File: src/rtl/mxcfg_pkg.sv
package mxcfg_pkg;

  // register address and data widths
  localparam int unsigned ADDR_W = 10;
  localparam int unsigned DATA_W = 8;

  // register offsets
  localparam logic [9:0] QN_OFFSET_TRIM_ADDR       = 10'h109;
  localparam logic [9:0] DETECTOR_SPAN_ADDR        = 10'h10c;
  localparam logic [9:0] GAIN_LOOP_REFERENCE_ADDR  = 10'h10d;
  localparam logic [9:0] INPUT_TERMINATION_ADDR    = 10'h115;
  localparam logic [9:0] HARMONIC_TRAP_ADDR        = 10'h116;
  localparam logic [9:0] READBACK_PAGE_ADDR        = 10'h117;
  localparam logic [9:0] RESISTOR_CALIBRATION_ADDR = 10'h119;

  // reset values
  localparam logic [7:0] QN_OFFSET_TRIM_RST       = 8'h7f;
  localparam logic [7:0] DETECTOR_SPAN_RST        = 8'h08;
  localparam logic [7:0] GAIN_LOOP_REFERENCE_RST  = 8'h69;
  localparam logic [7:0] INPUT_TERMINATION_RST    = 8'h08;
  localparam logic [7:0] HARMONIC_TRAP_RST        = 8'h00;
  localparam logic [7:0] READBACK_PAGE_RST        = 8'h4c;
  localparam logic [7:0] RESISTOR_CALIBRATION_RST = 8'h08;

  // field positions
  localparam int unsigned TERM_BIT      = 7;
  localparam int unsigned PAGE_MSB      = 7;
  localparam int unsigned PAGE_LSB      = 6;
  localparam int unsigned CAL_START_BIT = 5;
  localparam int unsigned CAL_EN_BIT    = 4;

  // page codes
  localparam logic [1:0] PAGE_SYNTH = 2'h0;
  localparam logic [1:0] PAGE_MIXER = 2'h1;

  // section bounds
  localparam logic [9:0] SYNTH_LO  = 10'h010;
  localparam logic [9:0] SYNTH_HI  = 10'h07c;
  localparam logic [9:0] MIX_A_LO  = 10'h000;
  localparam logic [9:0] MIX_A_HI  = 10'h00d;
  localparam logic [9:0] MIX_B_LO  = 10'h100;
  localparam logic [9:0] MIX_B_HI  = 10'h119;

endpackage : mxcfg_pkg

File: src/rtl/mxcfg_reg8.sv
`timescale 1ns/10ps
`default_nettype none

// one 8-bit configuration register with reset value
module mxcfg_reg8 #(
  parameter logic [7:0] RST_VAL = 8'h00
) (
  // clock and reset
  input  wire logic       core_clk_in,
  input  wire logic       rst_in,
  // write side
  input  wire logic       wr_en_in,
  input  wire logic [7:0] wr_data_in,
  // stored value
  output logic      [7:0] q_out
);

  logic [7:0] val_ff;

  // every bit is writable, reserved bits too
  always_ff @(posedge core_clk_in) begin
    if (rst_in) begin
      val_ff <= RST_VAL;
    end else if (wr_en_in) begin
      val_ff <= wr_data_in;
    end
  end

  assign q_out = val_ff;

endmodule : mxcfg_reg8

`default_nettype wire

File: src/rtl/mxcfg_regs.sv
// How it works
// - writable 7-bit negative lane trim, reset 0x7F
// - 7-bit detector span field, reset 0x8
// - 7-bit gain loop reference, reset 0x69
// - bit 7 selects input termination, reset 0
// - 4-bit harmonic trap cutoff select, reset 0
// - page 0 reads synthesizer section
// - page 1, reset, reads mixer section
// - bit 5 starts resistor calibration
// - bit 4 enables resistor calibration circuitry
// - page register resets to 0x4C
// - calibration register resets to 0x08
`timescale 1ns/10ps
`default_nettype none

module mxcfg_regs (
  // clock and reset
  input  wire logic       core_clk_in,
  input  wire logic       rst_in,
  // register access from the serial port logic
  input  wire logic       wr_en_in,
  input  wire logic       rd_en_in,
  input  wire logic [9:0] addr_in,
  input  wire logic [7:0] wr_data_in,
  // synthesizer section read data, same clock
  input  wire logic [7:0] synth_rd_data_in,
  // read answer
  output logic      [7:0] rd_data_out,
  output logic            rd_valid_out,
  output logic            rd_hit_out,
  // analog controls
  output logic      [6:0] neg_quad_lane_trim_out,
  output logic      [6:0] detector_span_out,
  output logic      [6:0] gain_loop_reference_out,
  output logic            if_term_out,
  output logic      [3:0] harmonic_trap_out,
  output logic      [1:0] page_sel_out,
  output logic            cal_start_out,
  output logic            cal_en_out
);

  ////////////////////////////////////////////////////////////////////////////
  // register storage

  localparam int unsigned NREG = 7;

  // address to register index, NREG when unmapped
  function automatic logic [2:0] reg_index(input logic [9:0] a);
    unique case (a)
      mxcfg_pkg::QN_OFFSET_TRIM_ADDR:       reg_index = 3'h0;
      mxcfg_pkg::DETECTOR_SPAN_ADDR:        reg_index = 3'h1;
      mxcfg_pkg::GAIN_LOOP_REFERENCE_ADDR:  reg_index = 3'h2;
      mxcfg_pkg::INPUT_TERMINATION_ADDR:    reg_index = 3'h3;
      mxcfg_pkg::HARMONIC_TRAP_ADDR:        reg_index = 3'h4;
      mxcfg_pkg::READBACK_PAGE_ADDR:        reg_index = 3'h5;
      mxcfg_pkg::RESISTOR_CALIBRATION_ADDR: reg_index = 3'h6;
      default:                              reg_index = 3'h7;
    endcase
  endfunction : reg_index

  // inclusive range check, used for both sections
  function automatic logic in_range(input logic [9:0] a, input logic [9:0] lo,
                                    input logic [9:0] hi);
    in_range = (a >= lo) && (a <= hi);
  endfunction : in_range

  localparam logic [7:0] RST_TAB [NREG] = '{
    mxcfg_pkg::QN_OFFSET_TRIM_RST,
    mxcfg_pkg::DETECTOR_SPAN_RST,
    mxcfg_pkg::GAIN_LOOP_REFERENCE_RST,
    mxcfg_pkg::INPUT_TERMINATION_RST,
    mxcfg_pkg::HARMONIC_TRAP_RST,
    mxcfg_pkg::READBACK_PAGE_RST,
    mxcfg_pkg::RESISTOR_CALIBRATION_RST
  };

  logic [2:0] wr_idx;
  logic [7:0] reg_q [NREG];

  assign wr_idx = reg_index(addr_in);

  // writes land whatever the page is
  genvar gi;
  generate
    for (gi = 0; gi < NREG; gi++) begin : g_reg
      mxcfg_reg8 #(
        .RST_VAL (RST_TAB[gi])
      ) u_reg (
        .core_clk_in (core_clk_in),
        .rst_in      (rst_in),
        .wr_en_in    (wr_en_in && (wr_idx == 3'(gi))),
        .wr_data_in  (wr_data_in),
        .q_out       (reg_q[gi])
      );
    end
  endgenerate

  ////////////////////////////////////////////////////////////////////////////
  // read path, page steers which section answers

  logic [1:0] page;
  logic       synth_hit;
  logic       mix_hit;
  logic [7:0] nxt_rd_data;
  logic       nxt_rd_hit;

  assign page      = reg_q[5][mxcfg_pkg::PAGE_MSB:mxcfg_pkg::PAGE_LSB];
  assign synth_hit = in_range(addr_in, mxcfg_pkg::SYNTH_LO, mxcfg_pkg::SYNTH_HI);
  assign mix_hit   = in_range(addr_in, mxcfg_pkg::MIX_A_LO, mxcfg_pkg::MIX_A_HI) ||
                     in_range(addr_in, mxcfg_pkg::MIX_B_LO, mxcfg_pkg::MIX_B_HI);

  // lower mixer registers live elsewhere, so gaps inside the section read zero
  always_comb begin
    nxt_rd_data = 8'h00;
    nxt_rd_hit  = 1'b0;
    if (page == mxcfg_pkg::PAGE_SYNTH) begin
      if (synth_hit) begin
        nxt_rd_data = synth_rd_data_in;
        nxt_rd_hit  = 1'b1;
      end
    end else if (page == mxcfg_pkg::PAGE_MIXER) begin
      if (mix_hit) begin
        nxt_rd_hit = 1'b1;
        if (wr_idx != 3'h7) begin
          nxt_rd_data = reg_q[wr_idx];
        end
      end
    end
  end

  logic [7:0] rd_data_ff;
  logic       rd_valid_ff;
  logic       rd_hit_ff;

  ////////////////////////////////////////////////////////////////////////////
  // read answer, one flop per concern, all one cycle after the request

  // valid pulse: exactly one cycle per accepted read strobe
  always_ff @(posedge core_clk_in) begin
    if (rst_in) begin
      rd_valid_ff <= 1'b0;
    end else begin
      rd_valid_ff <= rd_en_in;
    end
  end

  // data is forced to zero outside an answer so a stale byte never lingers
  always_ff @(posedge core_clk_in) begin
    if (rst_in) begin
      rd_data_ff <= 8'h00;
    end else if (rd_en_in) begin
      rd_data_ff <= nxt_rd_data;
    end else begin
      rd_data_ff <= 8'h00;
    end
  end

  // hit tells the host whether the selected page owns the address;
  // a miss still answers, so the host never waits on an unmapped read
  always_ff @(posedge core_clk_in) begin
    if (rst_in) begin
      rd_hit_ff <= 1'b0;
    end else begin
      rd_hit_ff <= rd_en_in && nxt_rd_hit;
    end
  end

  assign rd_data_out  = rd_data_ff;
  assign rd_valid_out = rd_valid_ff;
  assign rd_hit_out   = rd_hit_ff;

  ////////////////////////////////////////////////////////////////////////////
  // field outputs, taken straight from the register flops

  assign neg_quad_lane_trim_out  = reg_q[0][6:0];
  assign detector_span_out       = reg_q[1][6:0];
  assign gain_loop_reference_out = reg_q[2][6:0];
  assign if_term_out             = reg_q[3][mxcfg_pkg::TERM_BIT];
  assign harmonic_trap_out       = reg_q[4][3:0];
  assign page_sel_out            = page;
  assign cal_start_out           = reg_q[6][mxcfg_pkg::CAL_START_BIT];
  assign cal_en_out              = reg_q[6][mxcfg_pkg::CAL_EN_BIT];

endmodule : mxcfg_regs

`default_nettype wire

File: config.mk
export PLATFORM = sky130hd
export DESIGN_NAME = mxcfg_regs
export DESIGN_NICKNAME = d
export VERILOG_FILES = /design/src/rtl/mxcfg_pkg.sv /design/src/rtl/mxcfg_reg8.sv /design/src/rtl/mxcfg_regs.sv
export SDC_FILE = /design/constraint.sdc
export NUM_CORES = 1
export LEC_CHECK = 0
export BUFFER_PORTS_ARGS = -buffer_cell sky130_fd_sc_hd__buf_2
export CAP_MARGIN = 20
export CORE_MARGIN = 3
export CORE_UTILIZATION = 25
export DETAILED_ROUTE_END_ITERATION = 6
export GPL_TIMING_DRIVEN = 0
export PLACE_DENSITY = 0.51
export SLEW_MARGIN = 15
export SYNTH_ARGS = -nofsm -noshare
export SYNTH_HDL_FRONTEND = slang
export SYNTH_HIERARCHICAL = 1
export SYNTH_SLANG_ARGS = --single-unit
File: constraint.sdc
create_clock -name core_clk_in -period 3.9 [get_ports core_clk_in]
set_clock_uncertainty 0.1 [all_clocks]
set_input_delay 0.195 -clock core_clk_in [delete_from_list [all_inputs] [get_ports core_clk_in]]
set_output_delay 0.195 -clock core_clk_in [all_outputs]
set_load 0.01 [all_outputs]
# [Word level (Yosys, flattened, before mapping)]
# Cells that the tools add are included.
[op_classes] magnitude_cmp=7 eq_ne=15 n_mux=13 n_bitwise=2 reduce_logical=15
[op_table] cell="10-bit by 9-bit equality test with 1-bit output (second input constant)" count=7
[op_table] cell="8-bit 2-to-1 mux" count=7
[op_table] cell="8-bit binary-select mux with 3-bit select" count=1
[op_table] cell="3-bit case mux with 7 select lines" count=1
[op_table] cell="1-bit logical AND" count=11
[op_table] cell="10-bit by 1-bit >= comparator with 1-bit output (second input constant)" count=1
[op_table] cell="10-bit by 5-bit >= comparator with 1-bit output (second input constant)" count=1
[op_table] cell="10-bit by 9-bit >= comparator with 1-bit output (second input constant)" count=1
[op_table] cell="10-bit by 4-bit less-or-equal comparator with 1-bit output (second input constant)" count=1
[op_table] cell="10-bit by 7-bit less-or-equal comparator with 1-bit output (second input constant)" count=1
[op_table] cell="10-bit by 9-bit less-or-equal comparator with 1-bit output (second input constant)" count=1
[op_table] cell="3-bit equality test (second input constant)" count=3
[op_table] cell="3-bit by 2-bit equality test with 1-bit output (second input constant)" count=2
[op_table] cell="4-bit >= comparator (second input constant)" count=1
[op_table] cell="1-bit 2-to-1 mux" count=4
[op_table] cell="3-bit NOT with 4-bit output" count=1
[op_table] cell="3-bit by 1-bit equality test with 1-bit output (second input constant)" count=1
[op_table] cell="3-bit zero test" count=1
[op_table] cell="3-bit != test (second input constant)" count=1
[op_table] cell="2-bit by 1-bit equality test with 1-bit output (second input constant)" count=1
[op_table] cell="2-bit zero test" count=1
[op_table] cell="2-bit OR reduction" count=1
[op_table] cell="1-bit logical OR" count=1
[op_table] cell="1-bit NOT" count=1
[word_totals] ff_bits=66 output_inout_bits=40 wordCells=62

# [Longest topological paths before layout]
[depth] word_depth=10 mapped_depth=11

# [Hierarchy]
# Netlist, hierarchy kept.
[modules_own_cells] mod="mxcfg_regs" n_inst=1 cells_per_inst=175 area_each_um2=1466.4
[modules_own_cells] mod="mxcfg_reg8 (g_reg[1].u_reg ...)" n_inst=3 cells_per_inst=26 area_each_um2=290.3
[modules_own_cells] mod="mxcfg_reg8 (g_reg[2].u_reg ...)" n_inst=2 cells_per_inst=26 area_each_um2=296.5
[modules_own_cells] mod="mxcfg_reg8 (g_reg[0].u_reg)" n_inst=1 cells_per_inst=26 area_each_um2=304.0
[modules_own_cells] mod="mxcfg_reg8 (g_reg[4].u_reg)" n_inst=1 cells_per_inst=26 area_each_um2=285.3

# [Worst setup path before layout]
# Ideal clock, no wire load.
[synth_path] path_kind="input to register" startpoint="input port addr_in[4]" endpoint="register g_reg[0].u_reg.val_ff[4]" setup_ns=0.120 arrival_ns=2.099 required_ns=3.680 slack_ns=1.582 path_stages=10 path_cell_list="buf_4 > buf_6 > o31a_1 > nor3_4 > buf_4 > nand2_1 > nor3_1 > buf_6 > nor2b_2 > a211o_1"
[synth_via] elab_chain_len=4 word_cells_on_any_way=10 classes_between="7 x eq/ne; 1 x mux; 2 x reduce/logical"
[synth_rtl] item="start, declared" line="mxcfg_regs.sv:23" rtl="input wire logic [9:0] addr_in,"
[synth_rtl] item="10-bit by 9-bit equality test with 1-bit output" line="mxcfg_regs.sv:49" rtl="unique case (a)"
[synth_rtl] item="3-bit case mux with 7 select lines (*)" line="mxcfg_regs.sv:49"
[synth_rtl] item="3-bit zero test (*)" line="mxcfg_regs.sv:91" rtl=".wr_en_in (wr_en_in && (wr_idx == 3'(gi))),"
[synth_rtl] item="1-bit logical AND (*)" line="mxcfg_regs.sv:91"
[synth_rtl] item="end signal, assigned" line="mxcfg_reg8.sv:25" rtl="val_ff <= wr_data_in;"
[synth_rtl] item="end, declared" line="mxcfg_reg8.sv:18" rtl="logic [7:0] val_ff;"
# Every way passes the cells marked *; elsewhere a longest branch is shown, timed or not.
# A chain may end at the register's enable or synchronous reset.

# [Worst setup path in the final report]
[layout_path] startpoint="input port addr_in[6]" endpoint="register g_reg[0].u_reg.val_ff[6]"
# Same word-level chain as after synthesis.

==> run summary <==
Outcome: completed
Hold-fix buffers at CTS: 0
Fmax: 0.3748 GHz
Vias in the first global route: 2982
DRC Markers: 0
Cell area after layout: 0.004373 sq mm
First-pass GRT wire length: 17.21 mm
Clock slew at reported path FFs: 0.06 ns
Detailed placement HPWL: 8.493 mm
IO Port Bufs: 66
Drt initial violations: 258
Die Span X: 124.7 um
Starting Density: 0.2606
Setup Buffers After CTS: 0
Core footprint: 0.01351 sq mm
Count of different cell masters after synthesis: 68
Root buffer cell: clkbuf_16
Period utilisation layout: 0.6842
Synth Warn #: 6
Post-synth top area cell: dfxtp_1
DR vias/cell: 4.990
Clock Tree Buf Depth: 2
Final cell count without fillers: 615
DRT antenna net count: 0
Clk sink count: 66
Placed cell count: 599
Predominant post-synthesis flop cell: dfxtp_1
Synthesized cell area: 0.003520 sq mm
WS Path Type: input pin to register
Pre-CTS setup slack: 0.8341 ns
Crit path DAT: 2.79 ns
Critical-path maximum fanout: 10
Antenna cells: 0
Leakage: 1.573 nW
CTS HTree Levels: 3
Yosys top cell area share: 0.3754
Largest net degree at the start of global routing: 13
Synthesized instance count: 357
Initial antenna violation count: 0
TritonRoute pass-1 iters: 5
Worst Max-Slew Pin Slew: 0.7326 ns
Worst EP required: 4.02 ns
Syn nets: 387
Num rows: 42
Layout cell share with drive strength beyond 1: 0.3485
RSZ-0062 raised after global routing: no
GRT Resource Usage Total: 0.1443
Placer Congestion: 0.8194
Worst Setup Start Kind: input pin
Seq/Total Area, Yosys: 0.3754
TritonCTS clock tree: done
Post-synth ARST share: 0
Die height: 124.7 um
Via count: 3069
CTS Buf Count: 9
Maximum VDD drop: 0.1723 mV
Mean Syn Cell Area: 9.859 sq um
Max-cap check violation count: 0
Final WS setup: 1.232 ns
CP endpoint kind: register
Slew Limit Fails: 0
DR WL/cell: 18.35 um
Worst skew pair latency: 0.33 ns
Layout Nets: 464
Area after DPL: 0.004070 sq mm
EDFF count, synth: 0
Hold Vio Cnt, Final: 0
Die Area: 0.01554 sq mm
Gr ovfl total: 0
WL final: 11.29 mm
Slew Limit Headroom: 0.5078
# IOs: 70
Hold WC Path Type: input pin to register
Post-CTS Resized: 0
Register bit total from synthesis: 66
Ranking of synthesized cells by area: dfxtp_1 (38%), mux2i_1 (11%), nor2_1 (5.8%), a211o_1 (4.0%), buf_6 (3.2%)
Pwr Density: 368.1 mW/mm^2
# setup viols final: 0
Post-layout min period: 2.668 ns
Final TNS setup: 0 ns
Layout area overhead: 24.24%
-- final timing paths --
check,slack (ns),from,cells after the start,to
setup reg to reg,1.93,g_reg[5].u_reg/q_out[6],5,rd_data_out[1]
setup / recovery,1.23,addr_in[6],10,g_reg[0].u_reg/q_out[6]
hold / removal,0.05,synth_rd_data_in[4],3,rd_data_out[4]
hold reg to reg,0.38,g_reg[2].u_reg/q_out[7],2,g_reg[2].u_reg/q_out[7]
-- cell type report --
| class | instances | area (sq um) |
|---|---|---|
| sequential | 66 | 1321 |
| timing repair buffer | 66 | 330.3 |
| clock buffer | 10 | 239.0 |
| tap | 176 | 220.2 |
| fill | 1407 | 9133 |
| clock inverter | 6 | 63.81 |
| multi-input combinational | 260 | 1961 |
| buffer | 27 | 222.7 |
| inverter | 4 | 15.01 |
-- stage by stage --
step | total power, mW | utilization | hold WS (ns)
final | 1.610 | 0.3238 | 0.05251
after global routing | 1.668 | 0.3238 | 0.04742
after CTS | 1.631 | 0.3238 | 0.04321
after detailed placement | 0.8007 | 0.3014 | 0.3737
after global placement | 0.8002 | 0.3014 | 0.3673
after floorplan | 0.7487 | - | 0.2040
-- cells in the final DEF, fill, tap and decap left out, types with 3 or more instances in the layout --
master | netlist | routed
mux2i_1 | 40 | 40
a221oi_2 | 7 | 7
a21oi_1 | 3 | 3
dfxtp_1 | 66 | 66
mux2_2 | 9 | 9
nor2_1 | 54 | 54
a31o_1 | 3 | 3
buf_2 | 2 | 68
a211o_1 | 16 | 16
o211ai_1 | 4 | 4
nand2b_1 | 3 | 3
o2111ai_1 | 3 | 3
buf_6 | 10 | 10
inv_1 | 4 | 4
nand2_1 | 14 | 14
nor2b_1 | 7 | 7
clkbuf_2 | 4 | 4
buf_4 | 6 | 6
and2b_1 | 5 | 5
a22oi_1 | 4 | 4
nand4_1 | 8 | 8
nand3_1 | 5 | 5
nor3_1 | 5 | 5
o221ai_1 | 5 | 5
and2_1 | 3 | 3
clkbuf_16 | 0 | 9
nor2b_2 | 9 | 9
or2_2 | 7 | 7
-- critical path, cell delays in order --
cell and delay [ns]:
buf_2 0.13, nor4_4 0.44, nand2_2 0.24, nor3_4 0.32
buf_4 0.25, nand2_1 0.07, nor3_1 0.62, buf_6 0.24
nor2b_2 0.05, a211o_1 0.22
-- cells by family (layout without fill, tap and decap cells) --
kind of cell / after synthesis / count (layout) / synth area share
DFF: 66 / 66 / 0.3754
xor gates and xnor gates: 2 / 2 / 0.004978
buffers and inverters: 31 / 113 / 0.06754
and+or+nand+nor: 142 / 142 / 0.2307
muxes: 52 / 52 / 0.1532
AOI/OAI and AO/OA: 64 / 64 / 0.1682
-- flip-flops by register name (all words and copies together) (netlist names) --
register       cells
g.u_reg/q_out     56
rd_data_out        8
rd_hit_out         1
rd_valid_out       1
-- cells in the mapped netlist (3+ instances only) --
cell / instances
mux2i_1: 40
nor2b_1: 7
nand3_1: 5
a22oi_1: 4
nand2_1: 14
dfxtp_1: 66
mux2_2: 9
clkbuf_2: 4
o2111ai_1: 3
or2_2: 7
o221ai_1: 5
a21oi_1: 3
and2b_1: 5
nor3_1: 5
inv_1: 4
nand4_1: 8
nor2_1: 54
nor2b_2: 9
buf_6: 10
a211o_1: 16
o211ai_1: 4
buf_4: 6
a221oi_2: 7
and2_1: 3
a31o_1: 3
nand2b_1: 3
-- routing by layer --
metal	vias to the layer above	wire, um	global-route usage
li1	1458	-	-
met1	1470	5278	0.1918
met2	116	4995	0.2236
met3	25	683	0.03731
met4	0	330	0.05674
met5	-	0	0
-- power breakdown --
| part | internal [mW] | switching [mW] |
|---|---|---|
| logic | 0.0386 | 0.0723 |
| registers | 0.675 | 0.000154 |
| clock network | 0.512 | 0.312 |
No activity file was read; power rests on OpenSTA's default activity.
